<file path="src/shared/dao_pkg.sv">
// shared types and constants for the device access ordering unit
package dao_pkg;
    // interface indices
    localparam int unsigned NUM_IF  = 4;
    localparam logic [1:0]  IF_MAIN = 2'h0;
    localparam logic [1:0]  IF_PERI = 2'h1;
    localparam logic [1:0]  IF_AHB  = 2'h2;
    localparam logic [1:0]  IF_VIRT = 2'h3;

    // transaction ids on the shared peripheral port and the main port
    localparam logic [3:0] ID_MAIN = 4'h0;
    localparam logic [3:0] ID_PERI = 4'h1;
    localparam logic [3:0] ID_VIRT = 4'h2;
    localparam logic [3:0] ID_AHB  = 4'h3;

    // outstanding write caps, differing on the two peripheral ids
    localparam int unsigned CAP_MAIN = 8;
    localparam int unsigned CAP_PERI = 4;
    localparam int unsigned CAP_AHB  = 1;
    localparam int unsigned CAP_VIRT = 2;
    localparam int unsigned CNT_W    = 4;

    localparam int unsigned ADDR_W = 32;
    localparam int unsigned DATA_W = 32;

    // core side access request
    typedef struct packed {
        logic              write;
        logic [1:0]        port;
        logic [ADDR_W-1:0] addr;
        logic [DATA_W-1:0] data;
    } dao_req_t;

    // bus side issued transaction
    typedef struct packed {
        logic              write;
        logic [1:0]        port;
        logic [3:0]        id;
        logic [ADDR_W-1:0] addr;
        logic [DATA_W-1:0] data;
    } dao_bus_t;

    typedef enum logic [1:0] {
        ST_IDLE,
        ST_WAIT_DRAIN,
        ST_READ_OUT,
        ST_READ_WAIT
    } dao_state_t;
endpackage : dao_pkg

</file>
<file path="src/dao_order_unit.sv">
// ordering unit for device-type accesses across four bus interfaces
//
// Behaviour
// - uncached read stalls everything until complete
// - writes on one interface share one id
// - device read waits for earlier same-interface writes
// - wait covers buffered and response-pending writes
// - each interface ordered as one flat region
// - reads ignore writes on other interfaces
// - peripheral read waits peripheral writes only
// - buffered device writes drain immediately
// - barrier waits for all interfaces drained
// - main, peripheral, ahb ordered independently
// - virtual peripheral tracked apart, same port
// - distinct peripheral ids, out-of-order responses accepted
// - separate differing write caps per peripheral
// - shared peripheral write buffer drains in order
// - virtual read waits virtual writes only
`timescale 1ns/1ps
module dao_order_unit #(
    parameter int unsigned BUF_DEPTH = 4
) (
    // clock and reset
    input  wire logic              core_clk,
    input  wire logic              rst,
    // core request
    input  wire logic              req_valid,
    input  wire dao_pkg::dao_req_t req,
    input  wire logic              barrier_req,
    output logic                   req_ready_q,
    output logic                   barrier_done_q,
    output logic [dao_pkg::DATA_W-1:0] rd_data_q,
    output logic                   rd_done_q,
    // bus issue
    output logic                   bus_valid_q,
    output dao_pkg::dao_bus_t      bus_q,
    input  wire logic              bus_ready,
    // bus responses
    input  wire logic              wresp_valid,
    input  wire logic [3:0]        wresp_id,
    input  wire logic              rresp_valid,
    input  wire logic [dao_pkg::DATA_W-1:0] rresp_data,
    // status
    output logic [dao_pkg::NUM_IF-1:0] if_busy_q
);
    localparam int unsigned PW = $clog2(BUF_DEPTH);

    dao_pkg::dao_state_t state_q;
    dao_pkg::dao_req_t   rd_req_q;
    logic [dao_pkg::CNT_W-1:0] pend_q [dao_pkg::NUM_IF];
    dao_pkg::dao_req_t   buf_q [BUF_DEPTH];
    logic [PW-1:0]       wp_q;
    logic [PW-1:0]       rp_q;
    logic [PW:0]         cnt_q;
    logic [dao_pkg::NUM_IF-1:0] in_buf;
    logic                barrier_q;

    // id per interface: every write on a port reuses one id
    function automatic logic [3:0] id_of(input logic [1:0] p);
        case (p)
            dao_pkg::IF_MAIN: id_of = dao_pkg::ID_MAIN;
            dao_pkg::IF_PERI: id_of = dao_pkg::ID_PERI;
            dao_pkg::IF_AHB:  id_of = dao_pkg::ID_AHB;
            default:          id_of = dao_pkg::ID_VIRT;
        endcase
    endfunction : id_of

    function automatic logic [dao_pkg::CNT_W-1:0] cap_of(input logic [1:0] p);
        case (p)
            dao_pkg::IF_MAIN: cap_of = dao_pkg::CNT_W'(dao_pkg::CAP_MAIN);
            dao_pkg::IF_PERI: cap_of = dao_pkg::CNT_W'(dao_pkg::CAP_PERI);
            dao_pkg::IF_AHB:  cap_of = dao_pkg::CNT_W'(dao_pkg::CAP_AHB);
            default:          cap_of = dao_pkg::CNT_W'(dao_pkg::CAP_VIRT);
        endcase
    endfunction : cap_of

    // which interfaces still hold writes in the buffer
    always_comb begin
        in_buf = '0;
        for (int i = 0; i < BUF_DEPTH; i++) begin
            if (PW'(i - int'(rp_q)) < cnt_q[PW-1:0] || cnt_q[PW]) begin
                in_buf[buf_q[i].port] = 1'b1;
            end
        end
    end

    // interface drained: nothing buffered, nothing awaiting response
    logic [dao_pkg::NUM_IF-1:0] if_clear;
    always_comb begin
        for (int i = 0; i < dao_pkg::NUM_IF; i++) begin
            if_clear[i] = !in_buf[i] && pend_q[i] == '0;
        end
    end

    logic buf_full;
    logic buf_empty;
    logic head_issue;
    logic wr_accept;
    logic rd_accept;
    logic head_fire;
    logic rd_launch;
    dao_pkg::dao_req_t head;
    assign buf_full  = cnt_q == (PW+1)'(BUF_DEPTH);
    assign buf_empty = cnt_q == '0;
    assign head      = buf_q[rp_q];
    // head issues only when under its own interface cap
    assign head_issue = !buf_empty && pend_q[head.port] < cap_of(head.port);
    // a launching read takes the bus register; a head firing with it would be lost
    assign rd_launch = state_q == dao_pkg::ST_WAIT_DRAIN && if_clear[rd_req_q.port] && (!bus_valid_q || bus_ready);
    // read owns the bus while out, so head is suppressed then
    assign head_fire = head_issue && state_q != dao_pkg::ST_READ_OUT && !rd_launch
                       && (!bus_valid_q || bus_ready);
    // acceptance follows registered ready, which implies idle: a pending read stalls all
    assign wr_accept = req_valid && req.write && req_ready_q && !buf_full;
    assign rd_accept = req_valid && !req.write && req_ready_q;

    // write buffer, strictly first in first out across both peripheral ids
    always_ff @(posedge core_clk) begin
        if (rst) begin
            wp_q  <= '0;
            rp_q  <= '0;
            cnt_q <= '0;
        end else begin
            if (wr_accept) begin
                buf_q[wp_q] <= req;
                wp_q        <= wp_q + 1'b1;
            end
            if (head_fire) begin
                rp_q <= rp_q + 1'b1; // drains as soon as allowed, no merging
            end
            cnt_q <= cnt_q + (PW+1)'(wr_accept) - (PW+1)'(head_fire);
        end
    end

    // response counters per interface; set and clear may meet
    always_ff @(posedge core_clk) begin
        if (rst) begin
            for (int i = 0; i < dao_pkg::NUM_IF; i++) begin
                pend_q[i] <= '0;
            end
        end else begin
            for (int i = 0; i < dao_pkg::NUM_IF; i++) begin
                // ids looked up independently: responses may come back in any order
                pend_q[i] <= pend_q[i]
                    + dao_pkg::CNT_W'(head_fire && head.port == 2'(i))
                    - dao_pkg::CNT_W'(wresp_valid && wresp_id == id_of(2'(i)) && pend_q[i] != '0);
            end
        end
    end

    // bus output register
    always_ff @(posedge core_clk) begin
        if (rst) begin
            bus_valid_q <= 1'b0;
            bus_q       <= '0;
        end else if (state_q == dao_pkg::ST_WAIT_DRAIN && if_clear[rd_req_q.port]
                     && (!bus_valid_q || bus_ready)) begin
            bus_valid_q <= 1'b1;
            bus_q       <= {1'b0, rd_req_q.port, id_of(rd_req_q.port), rd_req_q.addr, rd_req_q.data};
        end else if (head_fire) begin
            bus_valid_q <= 1'b1;
            bus_q       <= {1'b1, head.port, id_of(head.port), head.addr, head.data};
        end else if (bus_ready) begin
            bus_valid_q <= 1'b0;
        end
    end

    // read sequencer: waits on its own interface only
    always_ff @(posedge core_clk) begin
        if (rst) begin
            state_q   <= dao_pkg::ST_IDLE;
            rd_req_q  <= '0;
            rd_data_q <= '0;
            rd_done_q <= 1'b0;
        end else begin
            rd_done_q <= 1'b0;
            case (state_q)
                dao_pkg::ST_IDLE: begin
                    if (rd_accept) begin
                        rd_req_q <= req;
                        state_q  <= dao_pkg::ST_WAIT_DRAIN;
                    end
                end
                dao_pkg::ST_WAIT_DRAIN: begin
                    if (if_clear[rd_req_q.port] && (!bus_valid_q || bus_ready)) begin
                        state_q <= dao_pkg::ST_READ_OUT;
                    end
                end
                dao_pkg::ST_READ_OUT: begin
                    if (bus_ready) begin
                        state_q <= dao_pkg::ST_READ_WAIT;
                    end
                end
                dao_pkg::ST_READ_WAIT: begin
                    if (rresp_valid) begin
                        rd_data_q <= rresp_data;
                        rd_done_q <= 1'b1;
                        state_q   <= dao_pkg::ST_IDLE;
                    end
                end
                default: state_q <= dao_pkg::ST_IDLE;
            endcase
        end
    end

    // barrier holds new accesses until every interface drains
    always_ff @(posedge core_clk) begin
        if (rst) begin
            barrier_q      <= 1'b0;
            barrier_done_q <= 1'b0;
        end else begin
            barrier_done_q <= 1'b0;
            if (barrier_req && !barrier_q && state_q == dao_pkg::ST_IDLE) begin
                barrier_q <= 1'b1;
            end else if (barrier_q && &if_clear && !bus_valid_q) begin
                barrier_q      <= 1'b0;
                barrier_done_q <= 1'b1;
            end
        end
    end

    // registered ready and status
    always_ff @(posedge core_clk) begin
        if (rst) begin
            req_ready_q <= 1'b0;
            if_busy_q   <= '0;
        end else begin
            // drops in the cycle after a read is taken, so no second request slips in
            req_ready_q <= state_q == dao_pkg::ST_IDLE && !rd_accept && !barrier_q && !barrier_req
                           && cnt_q < (PW+1)'(BUF_DEPTH - 1);
            if_busy_q   <= ~if_clear;
        end
    end

    // a read is only on the bus after its interface has drained
    a_read_after_drain: assert property (@(posedge core_clk) disable iff (rst)
        $rose(state_q == dao_pkg::ST_READ_OUT) |-> $past(if_clear[rd_req_q.port]))
        else $error("read issued with writes pending on its interface");
    // no writes enter while a read is in flight
    a_read_blocks_all: assert property (@(posedge core_clk) disable iff (rst)
        state_q != dao_pkg::ST_IDLE |-> !wr_accept)
        else $error("access accepted behind a pending read");
    // written id matches its interface
    a_write_same_id: assert property (@(posedge core_clk) disable iff (rst)
        bus_valid_q && bus_q.write |-> bus_q.id == id_of(bus_q.port))
        else $error("write issued with wrong id");
    // peripheral and virtual peripheral caps never exceeded
    a_write_cap: assert property (@(posedge core_clk) disable iff (rst)
        pend_q[dao_pkg::IF_VIRT] <= dao_pkg::CNT_W'(dao_pkg::CAP_VIRT)
        && pend_q[dao_pkg::IF_PERI] <= dao_pkg::CNT_W'(dao_pkg::CAP_PERI))
        else $error("peripheral write cap exceeded");
    // in-order drain of the buffer
    a_fifo_order: assert property (@(posedge core_clk) disable iff (rst)
        head_fire |=> rp_q == $past(rp_q) + 1'b1)
        else $error("buffer drained out of order");
    // eligible head does not linger
    a_prompt_drain: assert property (@(posedge core_clk) disable iff (rst)
        head_issue && state_q == dao_pkg::ST_IDLE && !bus_valid_q |-> head_fire)
        else $error("buffered write held back");
    // barrier release only once all drained
    a_barrier_drain: assert property (@(posedge core_clk) disable iff (rst)
        $rose(barrier_done_q) |-> $past(&if_clear))
        else $error("barrier released early");
    // main response count rises by one on issue from the buffer head with no completion that cycle
    a_pend_track: assert property (@(posedge core_clk) disable iff (rst)
        head_fire && head.port == dao_pkg::IF_MAIN && !wresp_valid
        |=> pend_q[dao_pkg::IF_MAIN] == $past(pend_q[dao_pkg::IF_MAIN]) + 1'b1)
        else $error("pending count not incremented");
endmodule : dao_order_unit
</file>
<file path="config.mk">
export PLATFORM = sky130hd
export DESIGN_NAME = dao_order_unit
export DESIGN_NICKNAME = d
export VERILOG_FILES = /design/src/shared/dao_pkg.sv /design/src/dao_order_unit.sv
export SDC_FILE = /design/constraint.sdc
export NUM_CORES = 1
export LEC_CHECK = 0
export ABC_CLOCK_PERIOD_IN_PS = 3370
export BUFFER_PORTS_ARGS = -buffer_cell sky130_fd_sc_hd__buf_2
export CAP_MARGIN = 10
export CORE_MARGIN = 1.5
export CORE_UTILIZATION = 50
export CTS_BUF_LIST = sky130_fd_sc_hd__clkbuf_8
export DETAILED_ROUTE_END_ITERATION = 12
export GPL_ROUTABILITY_DRIVEN = 0
export PLACE_DENSITY = 0.77
export REMOVE_ABC_BUFFERS = 1
export SETUP_SLACK_MARGIN = 0.2
export SYNTH_ARGS = -nofsm -noshare
export SYNTH_HDL_FRONTEND = slang
export SYNTH_SLANG_ARGS = --single-unit
export TNS_END_PERCENT = 10
</file>
<file path="constraint.sdc">
create_clock -name core_clk -period 3.37 [get_ports core_clk]
set_input_delay 0.1685 -clock core_clk [delete_from_list [all_inputs] [get_ports core_clk]]
set_output_delay 0.1685 -clock core_clk [all_outputs]
set_load 0.02 [all_outputs]
</file>
==> impl_results.md <==
* Number of global-route vias before repair at 13600
* Post-synthesis async set-or-reset flop share at 0
* Clock network fraction of design power at 0.257
* Share of the yosys chip area belonging to registers at 0.626
* CTS tree: built
* Leading area contributor after synthesis: sky130_fd_sc_hd__edfxtp_1
* Width of the die at ~200 um
* Yosys warnings at 0
* Worst slack on hold paths at ~44 ps
* Slowest CP cell: sky130_fd_sc_hd__mux4_2
* Kind of launch point of the worst setup path: register
* Ports placed on the boundary at approximately 220
* CP Data Required Time at roughly 3800 ps
* Data arrival at the endpoint of the critical path at roughly 4000 ps
* Overall global routing resource usage at 0.243
* Setup-failing EPs final at 9
* Violated checks: negative setup slack
* Routed WL at about 48000 um
* Layout cell share with drive strength beyond 1 at 0.293
* H-tree depth reported by CTS at 3
* Mean number of vias per cell at ~5.5
* Post-Synthesis Cells at 1473
* Result of the run: complete, but fails checks
* Final critical path time including I/O delays and setup at between 3000 and 4000 ps
* Maximum fanout count along the critical path at 4
* Area share of the leading cell type in the synthesized netlist at 0.414
* Worst Setup End Kind: register
* Post-detailed-route wirelength per cell at between 15 and 20 um
* Slew at the pin with the worst max-slew slack at around 1100 ps
* Logic pwr share at 0.356
* Signed area change from the synthesized netlist to the final layout at 25.3%
* IO buf count at between 200 and 250
* Largest net degree at the start of global routing at a little over 80
* Avg Cell Area, Syn at between 10 and 15 um^2
* Final Hold Violating Endpoints at 0
* Leakage Power at just under 0.009 uW
* Initial antenna violation count at 2
* DRC violation total after the first TritonRoute iteration at between 800 and 900
* Number of clock sinks at between 400 and 500
* Cells taking the most area after synthesis: sky130_fd_sc_hd__edfxtp_1 (41%), sky130_fd_sc_hd__dfxtp_1 (21%), sky130_fd_sc_hd__mux4_2 (8.1%), sky130_fd_sc_hd__nand2_1 (4.1%), sky130_fd_sc_hd__a221oi_1 (3.0%)
* Slew HR at 0.245
* Critical Path Max Stage Delay at ~570 ps
* Aggregate negative setup slack at -750 ps
* Flops & latches, synth at ~470
* Die footprint at 39500 um^2
* Distinct cell type count of the synthesized netlist at between 50 and 60
* Cell occurring most often along the worst timing path: sky130_fd_sc_hd__ha_4
* Setup repair after global routing missed its margin: yes
* Switching Share at 0.336
* Setup Crit Path Kind: register to register
* Half-perimeter wire length of the detailed placement result at 26600 um
* First-pass GRT wire length at between 70000 and 80000 um
* Number of enable-type register cells in the synthesized netlist at about 260
* DRC errors left at 0
* Share of power burned in registers at 0.387
* Most frequently used flop master after synthesis: sky130_fd_sc_hd__edfxtp_1
* Internal power at 11500 uW
* Initial Util at 0.508
* Die Height at ~200 um
* Root Buffer: sky130_fd_sc_hd__clkbuf_8
* Synthesized cell area at around 19000 um^2
* Setup ws final at -151 ps
* Final-report max-slew violation count at 0
* Core area at roughly 38000 um^2
* Family with the most delay on the worst path: multiplexers
* Antenna violation net count after detailed routing at 0
* Maximum capacitance violations at 0
* Highest ir drop seen on vdd at 0.515 mV
* Clk pin slew, worst setup/hold paths at roughly 60 ps
* Vias post-DR at 13300
* Cell chain of the critical path: mux4_2, mux4_2, ha_4, nor2_2, o311a_1, o21ai_2, a31oi_4, inv_2, a21oi_4, ha_4, inv_4, ha_4, fa_2, nor2b_4
* Class of the most critical hold timing path: primary input to register
* Worst clock skew at approximately 46 ps
* FMAX at approximately 280 MHz
* Deepest clock path buffer count at 3
* Final cycle utilization of the critical path at 1.04
* Buf+Inv Stages, Crit Path at 2
* Switching power at roughly 5800 uW
* Overflow after GRT at 0
* Insertion delay of the later-clocked pin in the worst-skew pair at 630 ps
* Power Total at 17300 uW
* NumNets Final at 2021
* CTS buffer count at between 70 and 80
* Number of core rows at around 70
* Pre-Repair DR Iteration Count at 5
* Power density relative to cell area at slightly above 700 nW/um^2
## stage by stage
step / area [um^2] / util / setup WS [ps] / instances
3_5_place_dp: 21000 / 0.558 / -369 / 2167
6_report: 24000 / 0.637 / -151 / 2433
3_3_place_gp: 21000 / 0.558 / -276 / 2167
5_1_grt: 24000 / 0.637 / -294 / 2433
2_1_floorplan: 18700 / - / -3920 / 1375
4_1_cts: 23700 / 0.630 / -165 / 2428
## timing repair
action,CTS,global route
setup buffers,4,3
pin swaps,4,24
resized for setup,27,48
endpoints found under the hold margin,371,0
endpoints found under the setup margin,90,93
hold buffers,121,0
gates cloned,0,0
## cell usage after synthesis, drive strengths merged, types with 2 or more instances
library cell	instances
mux4	69
nor2	36
mux2	3
a21oi	109
and3	3
inv	119
ha	45
o21ai	3
mux2i	4
nand2	208
a21o	8
nor3	6
a31oi	5
o311ai	2
and2	75
buf	30
xnor2	8
fa	5
dfxtp	203
xor2	3
a211oi	73
nand3	4
a221oi	66
nor4	2
or4	3
edfxtp	264
clkbuf	69
o31ai	2
nor3b	3
nor2b	20
nand2b	4
a311oi	2
## area by class of cell
cell class	count	area, um^2
Fill cell	2717	13700
Antenna cell	2	5.00
Multi-Input combinational cell	789	6540
Clock inverter	52	216
Inverter	119	452
Clock buffer	84	1160
Timing Repair Buffer	409	2980
Sequential cell	467	12000
Tap cell	511	639
## flip-flops by register name (all words and copies together) (netlist names), 2 cells and up, named ones only
name	cells
rd_req_q	66
state_q	2
pend_q	16
if_busy_q	4
rp_q	2
wp_q	2
buf_q	264
cnt_q	3
bus_q	69
rd_data_q	32
## worst paths after layout
path / from / endpoint / slack (ps) / depth (start not counted)
setup reg to reg: buf_q[3][64] / cnt_q[1] / -150 / 14
setup / recovery: buf_q[3][64] / cnt_q[1] / -150 / 14
hold / removal: req_valid / req_ready_q / 40 / 4
hold reg to reg: rd_req_q[4] / bus_q[4] / 440 / 2
## power groups by stage
| stage | sequential (uW) | clock, uW | combinational [uW] |
|---|---|---|---|
| detailed placement | 6800 | 0 | 5520 |
| floorplan | 7170 | 0 | 3260 |
| finish | 6700 | 4440 | 6150 |
| global route | 6730 | 4800 | 6640 |
| global placement | 6790 | 0 | 5410 |
| CTS | 6690 | 4530 | 5850 |
## per-layer routing
metal / share of wire / track usage / vias up
met4: 0.021 / 0.0786 / 0
met1: 0.41 / 0.306 / 6584
met2: 0.50 / 0.421 / 509
met3: 0.073 / 0.0487 / 85
met5: 0 / 0 / -
li1: - / - / 6128
## layout by cell type (no fill, tap or decap), types with 4 or more instances in the layout
master and count:
sky130_fd_sc_hd__edfxtp_1 264, sky130_fd_sc_hd__buf_2 217, sky130_fd_sc_hd__nand2_1 206, sky130_fd_sc_hd__dfxtp_1 200, sky130_fd_sc_hd__inv_1 149, sky130_fd_sc_hd__dlygate4sd3_1 121
sky130_fd_sc_hd__a21oi_1 104, sky130_fd_sc_hd__clkbuf_8 85, sky130_fd_sc_hd__mux4_2 69, sky130_fd_sc_hd__and2_1 60, sky130_fd_sc_hd__a221oi_1 57, sky130_fd_sc_hd__buf_4 55
sky130_fd_sc_hd__a211oi_2 44, sky130_fd_sc_hd__ha_1 36, sky130_fd_sc_hd__nor2_1 35, sky130_fd_sc_hd__a211oi_1 28, sky130_fd_sc_hd__nor2b_1 17, sky130_fd_sc_hd__and2_4 14
sky130_fd_sc_hd__a221oi_2 9, sky130_fd_sc_hd__a21o_1 8, sky130_fd_sc_hd__buf_12 8, sky130_fd_sc_hd__xnor2_1 6, sky130_fd_sc_hd__ha_4 6, sky130_fd_sc_hd__clkinv_2 6
sky130_fd_sc_hd__clkinv_1 6, sky130_fd_sc_hd__buf_6 6, sky130_fd_sc_hd__inv_2 4, sky130_fd_sc_hd__nand2b_1 4, sky130_fd_sc_hd__a31oi_1 4, sky130_fd_sc_hd__nor3_1 4
sky130_fd_sc_hd__nand3_1 4, sky130_fd_sc_hd__a21oi_2 4, sky130_fd_sc_hd__fa_2 4
## logic make-up after synthesis
logic type,share of synthesized area
mux,0.0850
buf+inv,0.0466
xor+xnor,0.00503
flops,0.626
compound gates,0.113
other cells,0.000196
simple gates,0.0893
fa+ha+maj,0.0346
## tightest hold or removal path, stage by stage
cell                       delay, ps
sky130_fd_sc_hd__buf_2            90
sky130_fd_sc_hd__nand2_1          60
sky130_fd_sc_hd__o21ai_0         210
sky130_fd_sc_hd__a211oi_1         60
Power figures use the tool's default switching activity.
